`config.mk`:
```
export PLATFORM = sky130hd
export DESIGN_NAME = fan_gpio_config_regs
export DESIGN_NICKNAME = d
export VERILOG_FILES = /design/src/fan_gpio_config_regs.v /design/src/tach_prescaler.v
export VERILOG_INCLUDE_DIRS = /design/src
export SDC_FILE = /design/constraint.sdc
export NUM_CORES = 1
export LEC_CHECK = 0
export BUFFER_PORTS_ARGS = -buffer_cell sky130_fd_sc_hd__buf_2
export CAP_MARGIN = 25
export CELL_PAD_IN_SITES_DETAIL_PLACEMENT = 0
export CELL_PAD_IN_SITES_GLOBAL_PLACEMENT = 1
export CORE_MARGIN = 3
export CORE_UTILIZATION = 40
export CTS_BUF_LIST = sky130_fd_sc_hd__clkbuf_4 sky130_fd_sc_hd__clkbuf_8
export CTS_CLUSTER_DIAMETER = 100
export DETAILED_ROUTE_END_ITERATION = 10
export PLACE_DENSITY_LB_ADDON = 0.1
export SETUP_SLACK_MARGIN = 0.5
export SLEW_MARGIN = 10
export SYNTH_ARGS = -nofsm -noshare
export SYNTH_HDL_FRONTEND = slang
export SYNTH_SLANG_ARGS = --single-unit
```
`constraint.sdc`:
```
create_clock -name core_clk_in -period 4.12 [get_ports core_clk_in]
set_clock_uncertainty 0.1 [all_clocks]
set_input_delay 0.618 -clock core_clk_in [delete_from_list [all_inputs] [get_ports core_clk_in]]
set_output_delay 0.618 -clock core_clk_in [all_outputs]
set_load 0.1 [all_outputs]
```
`src/fan_gpio_map.vh`:
```
// register offsets, field positions, reset values and timing constants for the fan and i/o configuration bank
`ifndef FAN_GPIO_MAP_VH
`define FAN_GPIO_MAP_VH

// register offsets on the internal register port
`define OFS_FAN_PRESCALE_UPPER    8'h03
`define OFS_FAN_DAC_LEVEL         8'h04
`define OFS_FAN_PWM_DUTY          8'h05
`define OFS_FACTORY_RESERVED_ONE  8'h06
`define OFS_MISC_CONFIG_THREE     8'h07
`define OFS_IO_DIR_POL_LINES_0_3  8'h08

// power-on values
`define RST_FAN_PRESCALE_UPPER    8'h55
`define RST_FAN_DAC_LEVEL         8'hFF
`define RST_FAN_PWM_DUTY          8'hFF
`define RST_FACTORY_RESERVED_ONE  8'h00
`define RST_MISC_CONFIG_THREE     8'h00
`define RST_IO_DIR_POL_LINES_0_3  8'h00

// misc_config_three fields
`define BIT_PIN_IS_IO16           0
`define BIT_INTRUSION_CLEAR       1
`define BIT_VREF_HIGH             2
`define BIT_IO16_DIR              6
`define BIT_IO16_POL              7
`define MASK_MISC_CONFIG_THREE    8'hC7

// first configuration register fields (source selects)
`define BIT_DAC_AUTO              5
`define BIT_PWM_AUTO              6

// pwm field and period
`define PWM_FIELD_MSB             7
`define PWM_FIELD_LSB             4
`define PWM_PERIOD_STEPS          4'hF

// tach oscillator: 22.5 kHz base from 25 MHz core clock
`define TACH_BASE_HZ              22500
`define CORE_CLK_HZ               25000000
`define TACH_BASE_DIV             (`CORE_CLK_HZ / `TACH_BASE_HZ)
`define TACH_DIV_WIDTH            11

// tach pulses per revolution and nominal reference point
`define TACH_PULSES_PER_REV       2
`define TACH_REF_COUNT            153
`define TACH_REF_RPM_DIV1         8800

`endif

```
`src/fan_gpio_config_regs.v`:
```
// fan prescaler, dac/pwm drive and i/o configuration register bank
// Notes on behaviour
// - fan four prescale code at 1:0
// - fans five to seven at 3:2, 5:4, 7:6
// - two tach pulses per revolution assumed
// - manual mode drives dac from full byte
// - auto mode: dac upper nibble is minimum
// - pwm nibble is duty or auto minimum
// - pwm code maps to duty in fifteenths
// - bit0 selects io line 16 or alarm
// - writing one clears intrusion latch
// - bit2 selects 1.82 V or 2.5 V reference
// - bits 5:3 always read zero
// - bit6 sets io line 16 direction
// - bit7 sets io line 16 polarity
// - even bits set lines 0-3 direction
// - odd bits set lines 0-3 polarity
// - prescaler register resets to 55h
// - dac resets FFh, pwm F0h (duty code Fh), others 00h
// - config bit5 selects dac auto source
// - config bit6 selects pwm auto source
`timescale 1ns/1ns
`include "fan_gpio_map.vh"

module fan_gpio_config_regs
(
	input  wire        core_clk_in,            // system clock, 25 MHz
	input  wire        rst_in,                 // async reset, active high
	input  wire [7:0]  reg_addr_in,            // register offset
	input  wire [7:0]  reg_wdata_in,           // write data
	input  wire        reg_wr_in,              // write strobe, one cycle
	input  wire        reg_rd_in,              // read strobe, one cycle
	output reg  [7:0]  reg_rdata_out,          // read data, valid cycle after strobe
	output reg         reg_rvalid_out,         // read data valid pulse
	input  wire [7:0]  config_one_in,          // first configuration register value
	input  wire [7:0]  auto_dac_level_in,      // auto fan control dac demand
	input  wire [3:0]  auto_pwm_level_in,      // auto fan control pwm demand
	input  wire        intrusion_event_in,     // raw chassis intrusion pin
	output reg  [7:0]  fan_dac_out,            // fan speed dac code
	output reg         fan_pwm_out,            // pwm fan drive
	output wire [3:0]  tach_tick_out,          // tach measurement ticks, fans 4..7
	output reg         chassis_intrusion_latch_out, // latched intrusion flag
	output reg         shared_pin_is_io16_out, // 1: io line 16, 0: thermal alarm
	output reg         vref_high_out,          // 1: 2.5 V, 0: 1.82 V
	output reg         io16_dir_out,           // io line 16 direction, 1 output
	output reg         io16_pol_out,           // io line 16 polarity, 1 active high
	output reg  [3:0]  io_line_dir_out,        // lines 0..3 direction
	output reg  [3:0]  io_line_pol_out         // lines 0..3 polarity
);

	// stored registers
	reg [7:0]  fan_prescale_upper;   // fan 4..7 prescale codes
	reg [7:0]  fan_dac_level;        // dac value or auto minimum
	reg [3:0]  fan_pwm_duty;         // pwm nibble only; low bits not stored
	reg [7:0]  factory_reserved_one; // factory scratch byte
	reg [7:0]  misc_config_three;    // pin function, intrusion clear, vref, io16
	reg [7:0]  io_dir_pol_lines_0_3; // direction/polarity lines 0..3

	// pin synchroniser and pwm/tach timing
	reg        intr_meta;            // first sync stage, read only by intr_sync
	reg        intr_sync;            // synchronised intrusion level
	reg [`TACH_DIV_WIDTH-1:0] base_count; // base oscillator divider
	reg        base_tick;            // 22.5 kHz tick
	reg [3:0]  pwm_phase;            // position within 15-step period
	reg [3:0]  duty_code;            // effective pwm code
	reg [7:0]  next_dac;             // effective dac code
	reg [7:0]  next_rdata;           // read mux result
	wire       wr_misc;              // write to misc_config_three this cycle
	wire       intr_clear;           // clear request for the intrusion latch

	// reset code of the pwm duty field; the low nibble is never stored
	localparam [7:0]                 PWM_RST_BYTE  = `RST_FAN_PWM_DUTY;
	localparam [3:0]                 PWM_RST_CODE  = PWM_RST_BYTE[`PWM_FIELD_MSB:`PWM_FIELD_LSB];

	// last count of the base divider, cut to the counter width on purpose
	localparam integer               BASE_DIV_FULL = `TACH_BASE_DIV - 1;
	localparam [`TACH_DIV_WIDTH-1:0] BASE_LAST     = BASE_DIV_FULL[`TACH_DIV_WIDTH-1:0];

	assign wr_misc = reg_wr_in && (reg_addr_in == `OFS_MISC_CONFIG_THREE);

	// clear request: the stored bit holds the latch clear, the write edge clears at once
	assign intr_clear = misc_config_three[`BIT_INTRUSION_CLEAR]
		|| (wr_misc && reg_wdata_in[`BIT_INTRUSION_CLEAR]);

	// register writes; factory byte is writable but software must leave it alone
	// unmapped offsets are dropped silently; there is no error response
	always @(posedge core_clk_in or posedge rst_in)
	begin
		if (rst_in)
		begin
			fan_prescale_upper   <= `RST_FAN_PRESCALE_UPPER;
			fan_dac_level        <= `RST_FAN_DAC_LEVEL;
			fan_pwm_duty         <= PWM_RST_CODE;
			factory_reserved_one <= `RST_FACTORY_RESERVED_ONE;
			misc_config_three    <= `RST_MISC_CONFIG_THREE;
			io_dir_pol_lines_0_3 <= `RST_IO_DIR_POL_LINES_0_3;
		end
		else if (reg_wr_in)
		begin
			case (reg_addr_in)
				`OFS_FAN_PRESCALE_UPPER:   fan_prescale_upper   <= reg_wdata_in;
				`OFS_FAN_DAC_LEVEL:        fan_dac_level        <= reg_wdata_in;
				`OFS_FAN_PWM_DUTY:         fan_pwm_duty         <= reg_wdata_in[`PWM_FIELD_MSB:`PWM_FIELD_LSB];
				`OFS_FACTORY_RESERVED_ONE: factory_reserved_one <= reg_wdata_in;
				`OFS_MISC_CONFIG_THREE:    misc_config_three    <= reg_wdata_in & `MASK_MISC_CONFIG_THREE;
				`OFS_IO_DIR_POL_LINES_0_3: io_dir_pol_lines_0_3 <= reg_wdata_in;
				default:                   ; // unmapped offsets ignored
			endcase
		end
	end

	// read mux; unused pwm bits return zero, software ignores them
	// unmapped offsets read as zero rather than floating
	always @*
	begin
		case (reg_addr_in)
			`OFS_FAN_PRESCALE_UPPER:   next_rdata = fan_prescale_upper;
			`OFS_FAN_DAC_LEVEL:        next_rdata = fan_dac_level;
			`OFS_FAN_PWM_DUTY:         next_rdata = {fan_pwm_duty, 4'h0};
			`OFS_FACTORY_RESERVED_ONE: next_rdata = factory_reserved_one;
			`OFS_MISC_CONFIG_THREE:    next_rdata = misc_config_three & `MASK_MISC_CONFIG_THREE;
			`OFS_IO_DIR_POL_LINES_0_3: next_rdata = io_dir_pol_lines_0_3;
			default:                   next_rdata = 8'h00;
		endcase
	end

	// read data register, answered the cycle after the strobe
	// a read in the cycle of a write returns the value held before it
	always @(posedge core_clk_in or posedge rst_in)
	begin
		if (rst_in)
		begin
			reg_rdata_out  <= 8'h00;
			reg_rvalid_out <= 1'b0;
		end
		else
		begin
			reg_rvalid_out <= reg_rd_in;
			if (reg_rd_in)
				reg_rdata_out <= next_rdata;
		end
	end

	// intrusion pin through two flops before use
	// the pin is asynchronous; only the second flop feeds the latch
	always @(posedge core_clk_in or posedge rst_in)
	begin
		if (rst_in)
		begin
			intr_meta <= 1'b0;
			intr_sync <= 1'b0;
		end
		else
		begin
			intr_meta <= intrusion_event_in;
			intr_sync <= intr_meta;
		end
	end

	// intrusion latch; clear bit holds it clear while set, a new event still wins
	// set beats clear in one cycle, so no event is lost to a pending clear
	always @(posedge core_clk_in or posedge rst_in)
	begin
		if (rst_in)
			chassis_intrusion_latch_out <= 1'b0;
		else if (intr_sync)
			chassis_intrusion_latch_out <= 1'b1;
		else if (intr_clear)
			chassis_intrusion_latch_out <= 1'b0;
	end

	// config outputs registered from the stored fields
	// outputs lag the register by one clock, so pins change only from flops
	always @(posedge core_clk_in or posedge rst_in)
	begin
		if (rst_in)
		begin
			shared_pin_is_io16_out <= 1'b0;
			vref_high_out          <= 1'b0;
			io16_dir_out           <= 1'b0;
			io16_pol_out           <= 1'b0;
		end
		else
		begin
			shared_pin_is_io16_out <= misc_config_three[`BIT_PIN_IS_IO16];
			vref_high_out          <= misc_config_three[`BIT_VREF_HIGH];
			io16_dir_out           <= misc_config_three[`BIT_IO16_DIR];
			io16_pol_out           <= misc_config_three[`BIT_IO16_POL];
		end
	end

	// split direction/polarity pairs per line
	genvar li;
	generate
		for (li = 0; li < 4; li = li + 1)
		begin : g_line
			always @(posedge core_clk_in or posedge rst_in)
			begin
				if (rst_in)
				begin
					io_line_dir_out[li] <= 1'b0;
					io_line_pol_out[li] <= 1'b0;
				end
				else
				begin
					io_line_dir_out[li] <= io_dir_pol_lines_0_3[2*li];
					io_line_pol_out[li] <= io_dir_pol_lines_0_3[2*li+1];
				end
			end
		end
	endgenerate

	// dac source: manual byte, or auto demand floored by upper nibble
	// the floor is the nibble at the top of the byte, its low bits zero
	always @*
	begin
		if (config_one_in[`BIT_DAC_AUTO])
		begin
			if (auto_dac_level_in < {fan_dac_level[7:4], 4'h0})
				next_dac = {fan_dac_level[7:4], 4'h0};
			else
				next_dac = auto_dac_level_in;
		end
		else
			next_dac = fan_dac_level;
	end

	// pwm source: manual nibble, or auto demand floored by nibble
	always @*
	begin
		if (config_one_in[`BIT_PWM_AUTO] && (auto_pwm_level_in > fan_pwm_duty))
			duty_code = auto_pwm_level_in;
		else
			duty_code = fan_pwm_duty;
	end

	// dac output register
	always @(posedge core_clk_in or posedge rst_in)
	begin
		if (rst_in)
			fan_dac_out <= `RST_FAN_DAC_LEVEL;
		else
			fan_dac_out <= next_dac;
	end

	// pwm of 15 steps: high for code steps, so code/15 duty, 15 gives 100%
	// trade-off: a 15-clock period makes each code step exactly one fifteenth
	always @(posedge core_clk_in or posedge rst_in)
	begin
		if (rst_in)
		begin
			pwm_phase   <= 4'h0;
			fan_pwm_out <= 1'b1;
		end
		else
		begin
			if (pwm_phase >= `PWM_PERIOD_STEPS - 4'h1)
				pwm_phase <= 4'h0;
			else
				pwm_phase <= pwm_phase + 4'h1;
			fan_pwm_out <= (pwm_phase < duty_code);
		end
	end

	// base tach oscillator tick; count 153 at this rate is 8800 rpm with two pulses/rev
	// 25 MHz over 1111 lands within a tenth of a percent of 22.5 kHz
	always @(posedge core_clk_in or posedge rst_in)
	begin
		if (rst_in)
		begin
			base_count <= {`TACH_DIV_WIDTH{1'b0}};
			base_tick  <= 1'b0;
		end
		else if (base_count == BASE_LAST)
		begin
			base_count <= {`TACH_DIV_WIDTH{1'b0}};
			base_tick  <= 1'b1;
		end
		else
		begin
			base_count <= base_count + {{(`TACH_DIV_WIDTH-1){1'b0}}, 1'b1};
			base_tick  <= 1'b0;
		end
	end

	// one prescaler per fan four to seven
	// a code change mid-period may shorten or stretch that one period
	genvar fi;
	generate
		for (fi = 0; fi < 4; fi = fi + 1)
		begin : g_fan
			tach_prescaler u_pre
			(
				.core_clk_in  (core_clk_in),
				.rst_in       (rst_in),
				.base_tick_in (base_tick),
				.code_in      (fan_prescale_upper[2*fi+1:2*fi]),
				.tick_out     (tach_tick_out[fi])
			);
		end
	endgenerate

endmodule // fan_gpio_config_regs

```
`src/tach_prescaler.v`:
```
// one fan's tach measurement clock prescaler, divide by 1, 2, 4 or 8 of the base tick
`timescale 1ns/1ns
`include "fan_gpio_map.vh"

module tach_prescaler
(
	input  wire       core_clk_in,  // system clock
	input  wire       rst_in,       // async reset, active high
	input  wire       base_tick_in, // one-cycle base oscillator tick
	input  wire [1:0] code_in,      // prescale code
	output reg        tick_out      // divided tick, one cycle
);

	reg [2:0] div_count; // counts base ticks within one divided period
	reg [2:0] div_limit; // last count before a divided tick

	// decode code into terminal count: 00->0, 01->1, 10->3, 11->7
	always @*
	begin
		case (code_in)
			2'b00:   div_limit = 3'h0;
			2'b01:   div_limit = 3'h1;
			2'b10:   div_limit = 3'h3;
			default: div_limit = 3'h7;
		endcase
	end

	// count base ticks; code changes take effect at the next wrap or sooner
	always @(posedge core_clk_in or posedge rst_in)
	begin
		if (rst_in)
		begin
			div_count <= 3'h0;
			tick_out  <= 1'b0;
		end
		else
		begin
			tick_out <= 1'b0;
			if (base_tick_in)
			begin
				if (div_count >= div_limit)
				begin
					div_count <= 3'h0;
					tick_out  <= 1'b1;
				end
				else
					div_count <= div_count + 3'h1;
			end
		end
	end

endmodule // tach_prescaler
```
### After elaboration in Yosys (flattened, before gate mapping)

Index checks and enable logic that the tools add are counted.

* register bits: 106
* bits in latches: 0
* memory bits (writable): 0
* ROM bits: 0
* input bits: 41
* logic and storage cells: 105
* memories kept: 0

* $add $sub $neg: 6
* $mul: 0
* div/mod/pow operators: 0
* order comparisons: 8
* equality and inequality tests: 15
* shifts and indexed selects: 0
* multiplexer cells: 25
* bitwise logic cells: 0
* reductions and logical operators: 15

Operators by type and width (number)
* $pmux 8 s6: 1
* $pmux 3 s3: 4
* $eq 8x3->1 const B: 4
* $mux 8: 2
* $add 3x1->3 const B: 4
* $ge 3x3->1: 4
* $mux 3: 4
* $reduce_and 2->1: 6
* $add 11x1->11 const B: 1
* $eq 11x11->1 const B: 1
* $mux 1: 11
* $mux 11: 1
* $eq 2x1->1 const B: 4
* $eq 2x2->1 const B: 4
* $eq 8x2->1 const B: 1
* $eq 8x4->1 const B: 1
* $logic_not 2->1: 4
* $lt 8x8->1: 1
* $mux 4: 2
* $add 4x1->4 const B: 1
* $ge 4x4->1 const B: 1
* $gt 4x4->1: 1
* $lt 4x4->1: 1
* $logic_and 1x1->1: 3
* other kinds (2): 2

### Longest topological paths before layout

Gate-level depths: netlist of run 1.

* depth after elaboration: 6
* gate-level depth with buffers: 13

### Hierarchy

Synthesis of run 1 repeated with hierarchy kept, for this count alone.

* cells, all modules: 451
* area total of the unflattened synthesis: 5081.1 um2

Modules (own cells, without submodules)
* fan_gpio_config_regs: times used 1, cells each 343, area each 4075.2 um2
* tach_prescaler: times used 4, cells each 27, area each 251.5 um2

### Least setup slack after synthesis of run 1

Ideal clock, no wire load.

* kind: input to register
* start point: in auto_pwm_level_in[1]
* end point: reg fan_pwm_out
* library setup time: 0.065 ns
* arrival time: 2.734 ns
* required time: 3.955 ns
* slack: 1.221 ns
* cell stages on the path: 11
* cell sequence: ha_1 > nor2b_1 > o211ai_1 > a21oi_1 > nor2_1 > a21oi_1 > ha_1 > a21o_1 > a21o_1 > or4b_1 > nand3b_1

* word-level cells in the longest chain between the ends: 4

Ends and longest elaborated chain
* start: declaration: RTL line fan_gpio_config_regs.v:37 `input wire [3:0] auto_pwm_level_in,`
* $gt 4x4->1: RTL line fan_gpio_config_regs.v:231 `` if (config_one_in[`BIT_PWM_AUTO] && (auto_pwm_level_in > fan_pwm_duty)) ``
* $logic_and 1x1->1: RTL line fan_gpio_config_regs.v:231
* $mux 4 *: RTL line fan_gpio_config_regs.v:231
* $lt 4x4->1 *: RTL line fan_gpio_config_regs.v:261 `fan_pwm_out <= (pwm_phase < duty_code);`
* end signal: assignment: RTL line fan_gpio_config_regs.v:261
* end: declaration: RTL line fan_gpio_config_regs.v:40 `output reg fan_pwm_out,`

Mark *: on every way between the ends. The rest lies on a longest branch, timed or not.
A chain may end at the register's enable or synchronous reset.

### Final worst setup path of run 1

* start point: reg fan_pwm_duty[1]
* end point: reg fan_pwm_out

* word-level cells in the longest chain between the ends: 4

Ends and longest elaborated chain
* start: declaration: RTL line fan_gpio_config_regs.v:54 `reg [3:0] fan_pwm_duty;`
* start signal: assignment: RTL line fan_gpio_config_regs.v:103 `` `OFS_FAN_PWM_DUTY: fan_pwm_duty <= reg_wdata_in[`PWM_FIELD_MSB:`PWM_FIELD_LSB]; ``
* $gt 4x4->1: RTL line fan_gpio_config_regs.v:231
* $logic_and 1x1->1: RTL line fan_gpio_config_regs.v:231
* $mux 4 *: RTL line fan_gpio_config_regs.v:231
* $lt 4x4->1 *: RTL line fan_gpio_config_regs.v:261

Marks and branches as above.

==> metrics.json, run 1 <==
{
  "synthesis": {
    "syn_area_cell_um2": 11.7,
    "yosys.area.top_type_share_pct": 39.2,
    "synth-async-reset-ratio_pct": 100,
    "yosysSeqAreaShare_pct": 51.9,
    "synthFlopType": "sky130_fd_sc_hd__dfrtp_1",
    "netlist_top_cells_area": "sky130_fd_sc_hd__dfrtp_1 (39%), sky130_fd_sc_hd__dfstp_2 (13%), sky130_fd_sc_hd__mux2_2 (8.7%)",
    "synth_top_area_cell": "sky130_fd_sc_hd__dfrtp_1",
    "yosysUniqueCellTypes": 52,
    "synth.ff_latch_count": 106,
    "post_synth_instance_area_mm2": 0.00517,
    "postSynthCellCount": 443,
    "yosys_warn_count": 0,
    "synth_enable_flop_cells": 0,
    "postSynthNetCount": 514
  },
  "timing": {
    "timing_worst_slew_pin_value_ps": 798,
    "setup-tns-final_ps": 0,
    "slew_headroom_pct": 46.6,
    "final.setup.worst_slack_ps": 1040,
    "final.min_clock_period_ps": 3080,
    "final-hold-violation-count": 0,
    "portion_of_the_clock_cycle_consumed_by_the_worst_path_in_the_final_layout_pct": 74.8,
    "max_freq_mhz": 324,
    "final_hold_slack_ps": 95.5,
    "setup_viol_count_final": 0,
    "grt_setup_unrepaired": "false",
    "slew_violations": 0
  },
  "floorplanning": {
    "rows": 40,
    "chipHeight_um": 120,
    "design.portCount": 76,
    "starting_density_of_the_core_pct": 42.0,
    "die_x_um": 120,
    "fp.coreArea_mm2": 0.0123,
    "fp.dieArea_mm2": 0.0143
  },
  "global_routing": {
    "grt_start_max_net_pins": 81,
    "grt_overflow": 0,
    "via_count_of_the_first_global_routing_pass": 3472,
    "grtUsageTotal_pct": 15.8,
    "grt_pass1_wl_um": 17900,
    "grt_antenna_before_repair": 1
  },
  "placed_design": {
    "place.gp.congestion": 0.815,
    "detailedPlacementHpwl_um": 8000,
    "dpl_worst_slack_ps": 905,
    "port-buffer-count": 69,
    "placedInstanceArea_mm2": 0.00562
  },
  "clock_network": {
    "cts-hold-fix-buffers": 0,
    "cts_sink_cnt": 106,
    "cts-buffers-inserted": 9,
    "post_cts_resize_count": 0,
    "clk_root_buffer_cell": "sky130_fd_sc_hd__clkbuf_8",
    "cts_tree": "done",
    "clock_path_buffers": 2,
    "post-cts-setup-buffer-count": 0,
    "htreeDepth": 3,
    "clk-insertion-delay-late_ps": 370,
    "worst_setup_hold_path_clk_slew_ps": 90
  },
  "power_and_ir_drop": {
    "netSwitchingPower_uw": 558,
    "pwr-share-comb_pct": 14.4,
    "cellLeakagePower_nw": 2.80,
    "clock_power_share_pct": 29.1,
    "power-per-cell-area_mw_per_mm2": 336,
    "ir_drop_v": 0.000218,
    "sw_frac_of_total_pct": 28.5,
    "internal_power_mw": 1.40,
    "power.share.sequential_pct": 56.5,
    "power.total_mw": 1.96
  },
  "setup_path": {
    "critPathCaptureType": "flip-flop",
    "worst-path-max-fanout": 8,
    "slowest_stage_cell_on_the_critical_path": "sky130_fd_sc_hd__dfstp_2",
    "timing.critical_path.from": "fan_pwm_duty[1]",
    "cp_cell_sequence": "inv_1 > ha_1 > nor2b_1 > o211ai_1 > a21oi_1 > nor2_1 > a21oi_1 > ha_1 > a21o_1 > a21o_1 > or4b_1 > nand3b_1",
    "timing.critical_path.arrival_ps": 3290,
    "critical_path.reg2reg.startpoint": "fan_pwm_duty[1]",
    "crit_type": "reg -> reg",
    "path_depth": 12,
    "critical-path-max-stage-delay_ps": 550,
    "r2r_cells": 12,
    "timing.critical_path.required_ps": 4330,
    "timing.critical_path.from_type": "flip-flop",
    "worst_path_dominant_cell_family": "compound AO/OA/AOI/OAI gates",
    "timing.rr.end": "fan_pwm_out",
    "rrSetupSlack_ps": 1040,
    "critPathCapture": "fan_pwm_out",
    "worst-path-buf-inv": 1
  },
  "layout": {
    "final_nets": 581,
    "layout_commonest_cell": "sky130_fd_sc_hd__dfrtp_1",
    "drive_above_1_share_pct": 34.4,
    "layout_stage_area_growth_over_the_synthesis_result_pct": 12.6,
    "stdcell_area_mm2": 0.00582,
    "most_used_cells_in_the_layout_excluding_fill_and_tap_cells": "sky130_fd_sc_hd__dfrtp_1 (81), sky130_fd_sc_hd__buf_2 (69), sky130_fd_sc_hd__mux2_2 (40)"
  },
  "drt": {
    "drt_iter0_drc": 167,
    "wirelength_um": 10800,
    "vias": 3460,
    "antenna_left": 0,
    "drtPass1Iterations": 4,
    "viasPerCell": 5.06,
    "drcViolationCount": 0,
    "drt-wirelength-per-cell_um": 15.8
  },
  "min_path": {
    "min_path_type": "in -> async"
  },
  "run_status": {
    "outcome": "completed"
  },
  "job": {
    "maxCapViolCount": 0
  }
}
## stage by stage
stage / utilization (%) / std cells
3_3_place_gp: 45.7 / 666
3_5_place_dp: 45.7 / 666
4_1_cts: 47.0 / 682
5_1_grt: 47.3 / 684
6_report: 47.3 / 684
2_1_floorplan: - / 443
## worst reg2reg max path, stage by stage, from the launching register on
cell and delay [ps]:
sky130_fd_sc_hd__dfstp_2 550, sky130_fd_sc_hd__inv_1 60, sky130_fd_sc_hd__ha_1 280, sky130_fd_sc_hd__nor2b_1 130, sky130_fd_sc_hd__o211ai_1 90, sky130_fd_sc_hd__a21oi_1 430
sky130_fd_sc_hd__nor2_1 80, sky130_fd_sc_hd__a21oi_1 140, sky130_fd_sc_hd__ha_1 260, sky130_fd_sc_hd__a21o_1 160, sky130_fd_sc_hd__a21o_1 200, sky130_fd_sc_hd__or4b_1 460
sky130_fd_sc_hd__nand3b_1 90
## layout make-up
type                    instances  area (µm²)
clock inverters                 4        20.0
clock buffers                  12         146
flip-flops and latches        106        2680
diodes                          1        2.50
well taps                     168         210
multi-input cells             286        2240
fillers                      1209        6490
inverters                      35         134
repair buffers                 72         388
## synthesized netlist by cell type (5+ instances only)
| library cell | n |
|---|---|
| sky130_fd_sc_hd__a21o_1 | 15 |
| sky130_fd_sc_hd__a21oi_1 | 8 |
| sky130_fd_sc_hd__a22o_1 | 8 |
| sky130_fd_sc_hd__a22oi_1 | 8 |
| sky130_fd_sc_hd__and2_1 | 5 |
| sky130_fd_sc_hd__clkbuf_1 | 6 |
| sky130_fd_sc_hd__dfrtp_1 | 81 |
| sky130_fd_sc_hd__dfstp_2 | 25 |
| sky130_fd_sc_hd__ha_1 | 30 |
| sky130_fd_sc_hd__inv_1 | 35 |
| sky130_fd_sc_hd__mux2_2 | 40 |
| sky130_fd_sc_hd__mux2i_1 | 10 |
| sky130_fd_sc_hd__nand2_1 | 28 |
| sky130_fd_sc_hd__nand2b_1 | 5 |
| sky130_fd_sc_hd__nand3_1 | 16 |
| sky130_fd_sc_hd__nor2_1 | 27 |
| sky130_fd_sc_hd__nor3_1 | 5 |
| sky130_fd_sc_hd__o21ai_0 | 17 |
| sky130_fd_sc_hd__o22ai_1 | 12 |
| sky130_fd_sc_hd__xnor2_1 | 5 |
## power by group through the flow
stage	clock network [mW]	registers, mW	logic [mW]
6_report	0.569	1.11	0.282
2_1_floorplan	0	1.23	0.110
4_1_cts	0.600	1.11	0.283
5_1_grt	0.646	1.11	0.306
3_5_place_dp	0	1.13	0.283
3_3_place_gp	0	1.12	0.280
## flip-flops by register name (all words and copies together) (netlist names), 4 cells and up
register               count
factory_reserved_one       8
fan_dac_out                8
fan_prescale_upper         8
io_dir_pol_lines_0_3       8
base_count                11
g_fan.u_pre.tick_out       4
g_fan.u_pre.div_count     12
pwm_phase                  4
io_line_pol_out            4
fan_pwm_duty               4
fan_dac_level              8
io_line_dir_out            4
misc_config_three          5
reg_rdata_out              8
## logic make-up (layout without fill, tap and decap cells)
group	Yosys count	in the layout	synth area share, %
simple gates	115	115	12.4
flops	106	106	51.9
compound gates	80	80	10.6
mux	52	52	11.5
buf+inv	51	123	4.84
fa+ha+maj	30	30	7.26
xor+xnor	9	9	1.52
other cells	0	1	0
## how the worst min path moves through the flow
stage / start / endpoint / slack [ps] / depth (start not counted)
after floorplan: intr_meta / intr_sync / 230 / 0
after global placement: intr_meta / intr_sync / 240 / 0
after detailed placement: intr_meta / intr_sync / 240 / 0
after CTS: intrusion_event_in / intr_meta / 230 / 1
after global routing: rst_in / fan_prescale_upper[3] / 90 / 2
final: rst_in / factory_reserved_one[0] / 100 / 2
## routing by layer
metal | wire, µm | GRT usage (%) | up-vias | share of wire (%)
met2 | 4960 | 23.9 | 71 | 46
met5 | 0 | 0 | - | 0
li1 | - | - | 1708 | -
met3 | 373 | 2.78 | 23 | 3.4
met1 | 5150 | 21.9 | 1658 | 48
met4 | 354 | 8.09 | 0 | 3.3
No activity file was read; power rests on OpenSTA's default activity.
==> run 2: changes to the inputs <==
- clock period: 4.12 -> 2.6 ns (I/O delays scaled with it)
==> metrics.json, run 2 (synthesis results as in run 1) <==
{
  "run_status": {
    "outcome": "complete, but fails checks",
    "violations": "negative setup slack"
  },
  "setup_path": {
    "slowest_stage_cell_on_the_critical_path": "sky130_fd_sc_hd__dfstp_2",
    "timing.critical_path.arrival": {"value": 3120, "unit": "ps", "change": "-170 ps"},
    "cp_cell_sequence": "inv_2 > ha_4 > nor2b_4 > o211ai_1 > a21oi_2 > nor2_2 > a21oi_2 > ha_1 > a21o_1 > a21o_1 > or4b_1 > nand3b_1",
    "critical-path-max-stage-delay": {"value": 550, "unit": "ps", "change": "about the same"},
    "timing.critical_path.required": {"value": 2830, "unit": "ps", "change": "-1500 ps"},
    "timing.critical_path.from_type": "flip-flop",
    "critPathCaptureType": "flip-flop",
    "worst-path-max-fanout": {"value": 6, "change": "-2"},
    "crit_type": "reg -> reg"
  },
  "timing": {
    "final_hold_slack": {"value": 58.0, "unit": "ps", "change": "-37.5 ps"},
    "final-hold-violation-count": {"value": 0, "change": "unchanged"},
    "final.setup.worst_slack": {"value": -290, "unit": "ps", "change": "-1330 ps"},
    "setup_viol_count_final": {"value": 1, "change": "+1"},
    "max_freq": {"value": 346, "unit": "MHz", "change": "+6.7%"},
    "final.min_clock_period": {"value": 2890, "unit": "ps", "change": "-193 ps"},
    "slew_violations": {"value": 0, "change": "unchanged"},
    "timing_worst_slew_pin_value": {"value": 776, "unit": "ps", "change": "-21.6 ps"},
    "slew_headroom": {"value": 48.2, "unit": "%", "change": "+1.7 points"},
    "portion_of_the_clock_cycle_consumed_by_the_worst_path_in_the_final_layout": {"value": 111, "unit": "%", "change": "+36 points"},
    "grt_setup_unrepaired": "true"
  },
  "drt": {
    "wirelength": {"value": 11200, "unit": "µm", "change": "+3.5%"},
    "drt_iter0_drc": {"value": 177, "change": "+6.0%"},
    "vias": {"value": 3601, "change": "+4.1%"},
    "drtPass1Iterations": {"value": 4, "change": "unchanged"},
    "antenna_left": {"value": 0, "change": "unchanged"},
    "drt-wirelength-per-cell": {"value": 15.8, "unit": "µm", "change": "-0.46%"},
    "drcViolationCount": {"value": 0, "change": "unchanged"},
    "viasPerCell": {"value": 5.06, "change": "+0.12%"}
  },
  "global_routing": {
    "grt_overflow": {"value": 0, "change": "unchanged"},
    "grtUsageTotal": {"value": 16.5, "unit": "%", "change": "+0.71 points"},
    "grt_start_max_net_pins": {"value": 107, "change": "+32%"},
    "via_count_of_the_first_global_routing_pass": {"value": 3641, "change": "+4.9%"},
    "grt_antenna_before_repair": {"value": 0, "change": "-1"},
    "grt_pass1_wl": {"value": 18700, "unit": "µm", "change": "+4.4%"}
  },
  "layout": {
    "final_nets": {"value": 609, "change": "+4.8%"},
    "area_used_by_multi_input_combinational_logic": {"value": 0.00234, "unit": "mm²", "change": "+4.9%"},
    "layout_stage_area_growth_over_the_synthesis_result_pct": 19.0,
    "registers.top_by_ff_count": "g_fan.u_pre.div_count",
    "layout_commonest_cell": "sky130_fd_sc_hd__dfrtp_1",
    "antenna_diode_count": {"value": 0, "change": "-1"},
    "post_layout_nonfiller_instances": {"value": 711, "change": "+3.9%"},
    "largest_registers_in_the_final_layout": "g_fan.u_pre.div_count x12, base_count x11",
    "most_used_cells_in_the_layout_excluding_fill_and_tap_cells": "sky130_fd_sc_hd__dfrtp_1 (81), sky130_fd_sc_hd__buf_2 (69), sky130_fd_sc_hd__mux2_2 (40)",
    "largest_reg_flops": {"value": 12, "change": "unchanged"},
    "nFillCells": {"value": 1164, "change": "-3.7%"},
    "drive_above_1_share": {"value": 40.0, "unit": "%", "change": "+5.6 points"},
    "ff_latch_area": {"value": 0.00268, "unit": "mm²", "change": "unchanged"}
  },
  "power_and_ir_drop": {
    "power-per-cell-area": {"value": 525, "unit": "mW/mm²", "change": "+56%"},
    "cellLeakagePower": {"value": 2.97, "unit": "nW", "change": "+6.2%"},
    "ir_drop": {"value": 0.000359, "unit": "V", "change": "+65%"}
  },
  "placed_design": {
    "dpl.cell_count": {"value": 676, "change": "+1.5%"},
    "port-buffer-count": {"value": 69, "change": "unchanged"},
    "place.gp.congestion": {"value": 0.770, "change": "-5.6%"},
    "detailedPlacementHpwl": {"value": 7860, "unit": "µm", "change": "-1.8%"}
  },
  "floorplanning": {
    "design.portCount": {"value": 76, "change": "unchanged"},
    "rows": {"value": 40, "change": "unchanged"},
    "starting_density_of_the_core": {"value": 42.0, "unit": "%", "change": "unchanged"},
    "die_x": {"value": 120, "unit": "µm", "change": "unchanged"},
    "fp.coreArea": {"value": 0.0123, "unit": "mm²", "change": "unchanged"},
    "chipHeight": {"value": 120, "unit": "µm", "change": "unchanged"},
    "fp.dieArea": {"value": 0.0143, "unit": "mm²", "change": "unchanged"}
  },
  "clock_network": {
    "cts-buffers-inserted": {"value": 9, "change": "unchanged"},
    "clk_root_buffer_cell": "sky130_fd_sc_hd__clkbuf_8",
    "cts_sink_cnt": {"value": 106, "change": "unchanged"},
    "clock_path_buffers": {"value": 2, "change": "unchanged"},
    "htreeDepth": {"value": 3, "change": "unchanged"},
    "clk-insertion-delay-late": {"value": 380, "unit": "ps", "change": "about the same"},
    "cts_tree": "done",
    "worst_setup_hold_path_clk_slew": {"value": 100, "unit": "ps", "change": "about the same"}
  },
  "job": {
    "maxCapViolCount": {"value": 0, "change": "unchanged"}
  },
  "min_path": {
    "min_path_type": "in -> async"
  }
}
==> run 2: power by group <==
group          total (mW)  switching, mW  internal (mW)
sequential           1.75         0.0301           1.72
clock               0.974          0.590          0.385
combinational       0.510          0.342          0.167
==> run 2: worst paths after layout <==
kind | endpoint | startpoint | cells after the start | slack (ps)
max in group asynchronous | fan_dac_out[7] | rst_in | 3 | 1900
hold / removal | io16_pol_out | rst_in | 3 | 60
setup / recovery | fan_pwm_out | fan_pwm_duty[1] | 12 | -290
setup reg to reg | fan_pwm_out | fan_pwm_duty[1] | 12 | -290
hold reg to reg | intr_sync | intr_meta | 0 | 270
min in group core_clk_in | fan_dac_out[3] | auto_dac_level_in[3] | 3 | 150
==> run 2: critical path: cells and delay by family, from the launching register on <==
kind,cells,cell delay (ps)
buf+inv,1,50
fa+ha+maj,2,510
compound gates,5,870
flops,1,550
simple gates,4,760
==> run 2: final cells by class <==
| cell class | count | share of cell area, % |
|---|---|---|
| Clock inverter | 6 | 0.813 |
| Timing Repair Buffer | 100 | 9.64 |
| Multi-Input combinational cell | 286 | 38.1 |
| Clock buffer | 10 | 2.24 |
| Sequential cell | 106 | 43.6 |
| Inverter | 35 | 2.20 |
| Tap cell | 168 | 3.42 |
==> run 2: per-stage QoR <==
stage          cell area (µm²)  worst slack [ps]  util, %  total power [mW]  TNS, ps
2_1_floorplan             5180              -145        -              2.12     -145
3_3_place_gp              5720              -229     46.4              2.24     -229
3_5_place_dp              5720              -339     46.4              2.25     -339
4_1_cts                   6070              -283     49.3              3.26     -283
5_1_grt                   6150              -428     50.0              3.40     -428
6_report                  6150              -290     50.0              3.23     -290
==> run 2: per-layer routing <==
layer | track usage (%) | vias up | part of all wire [%]
met2 | 27.5 | 63 | 50
met5 | 0 | - | 0
met4 | 5.01 | 0 | 1.4
met1 | 21.3 | 1778 | 45
met3 | 4.29 | 12 | 3.8
li1 | - | 1748 | -
==> run 2: what timing repair did <==
item | CTS | global route
setup endpoints to repair | 5 | 6
resized for setup | 10 | 12
buffers inserted | 14 | 4
pin swaps | 10 | 10
hold buffers | 1 | 0
hold endpoints to repair | 1 | 0
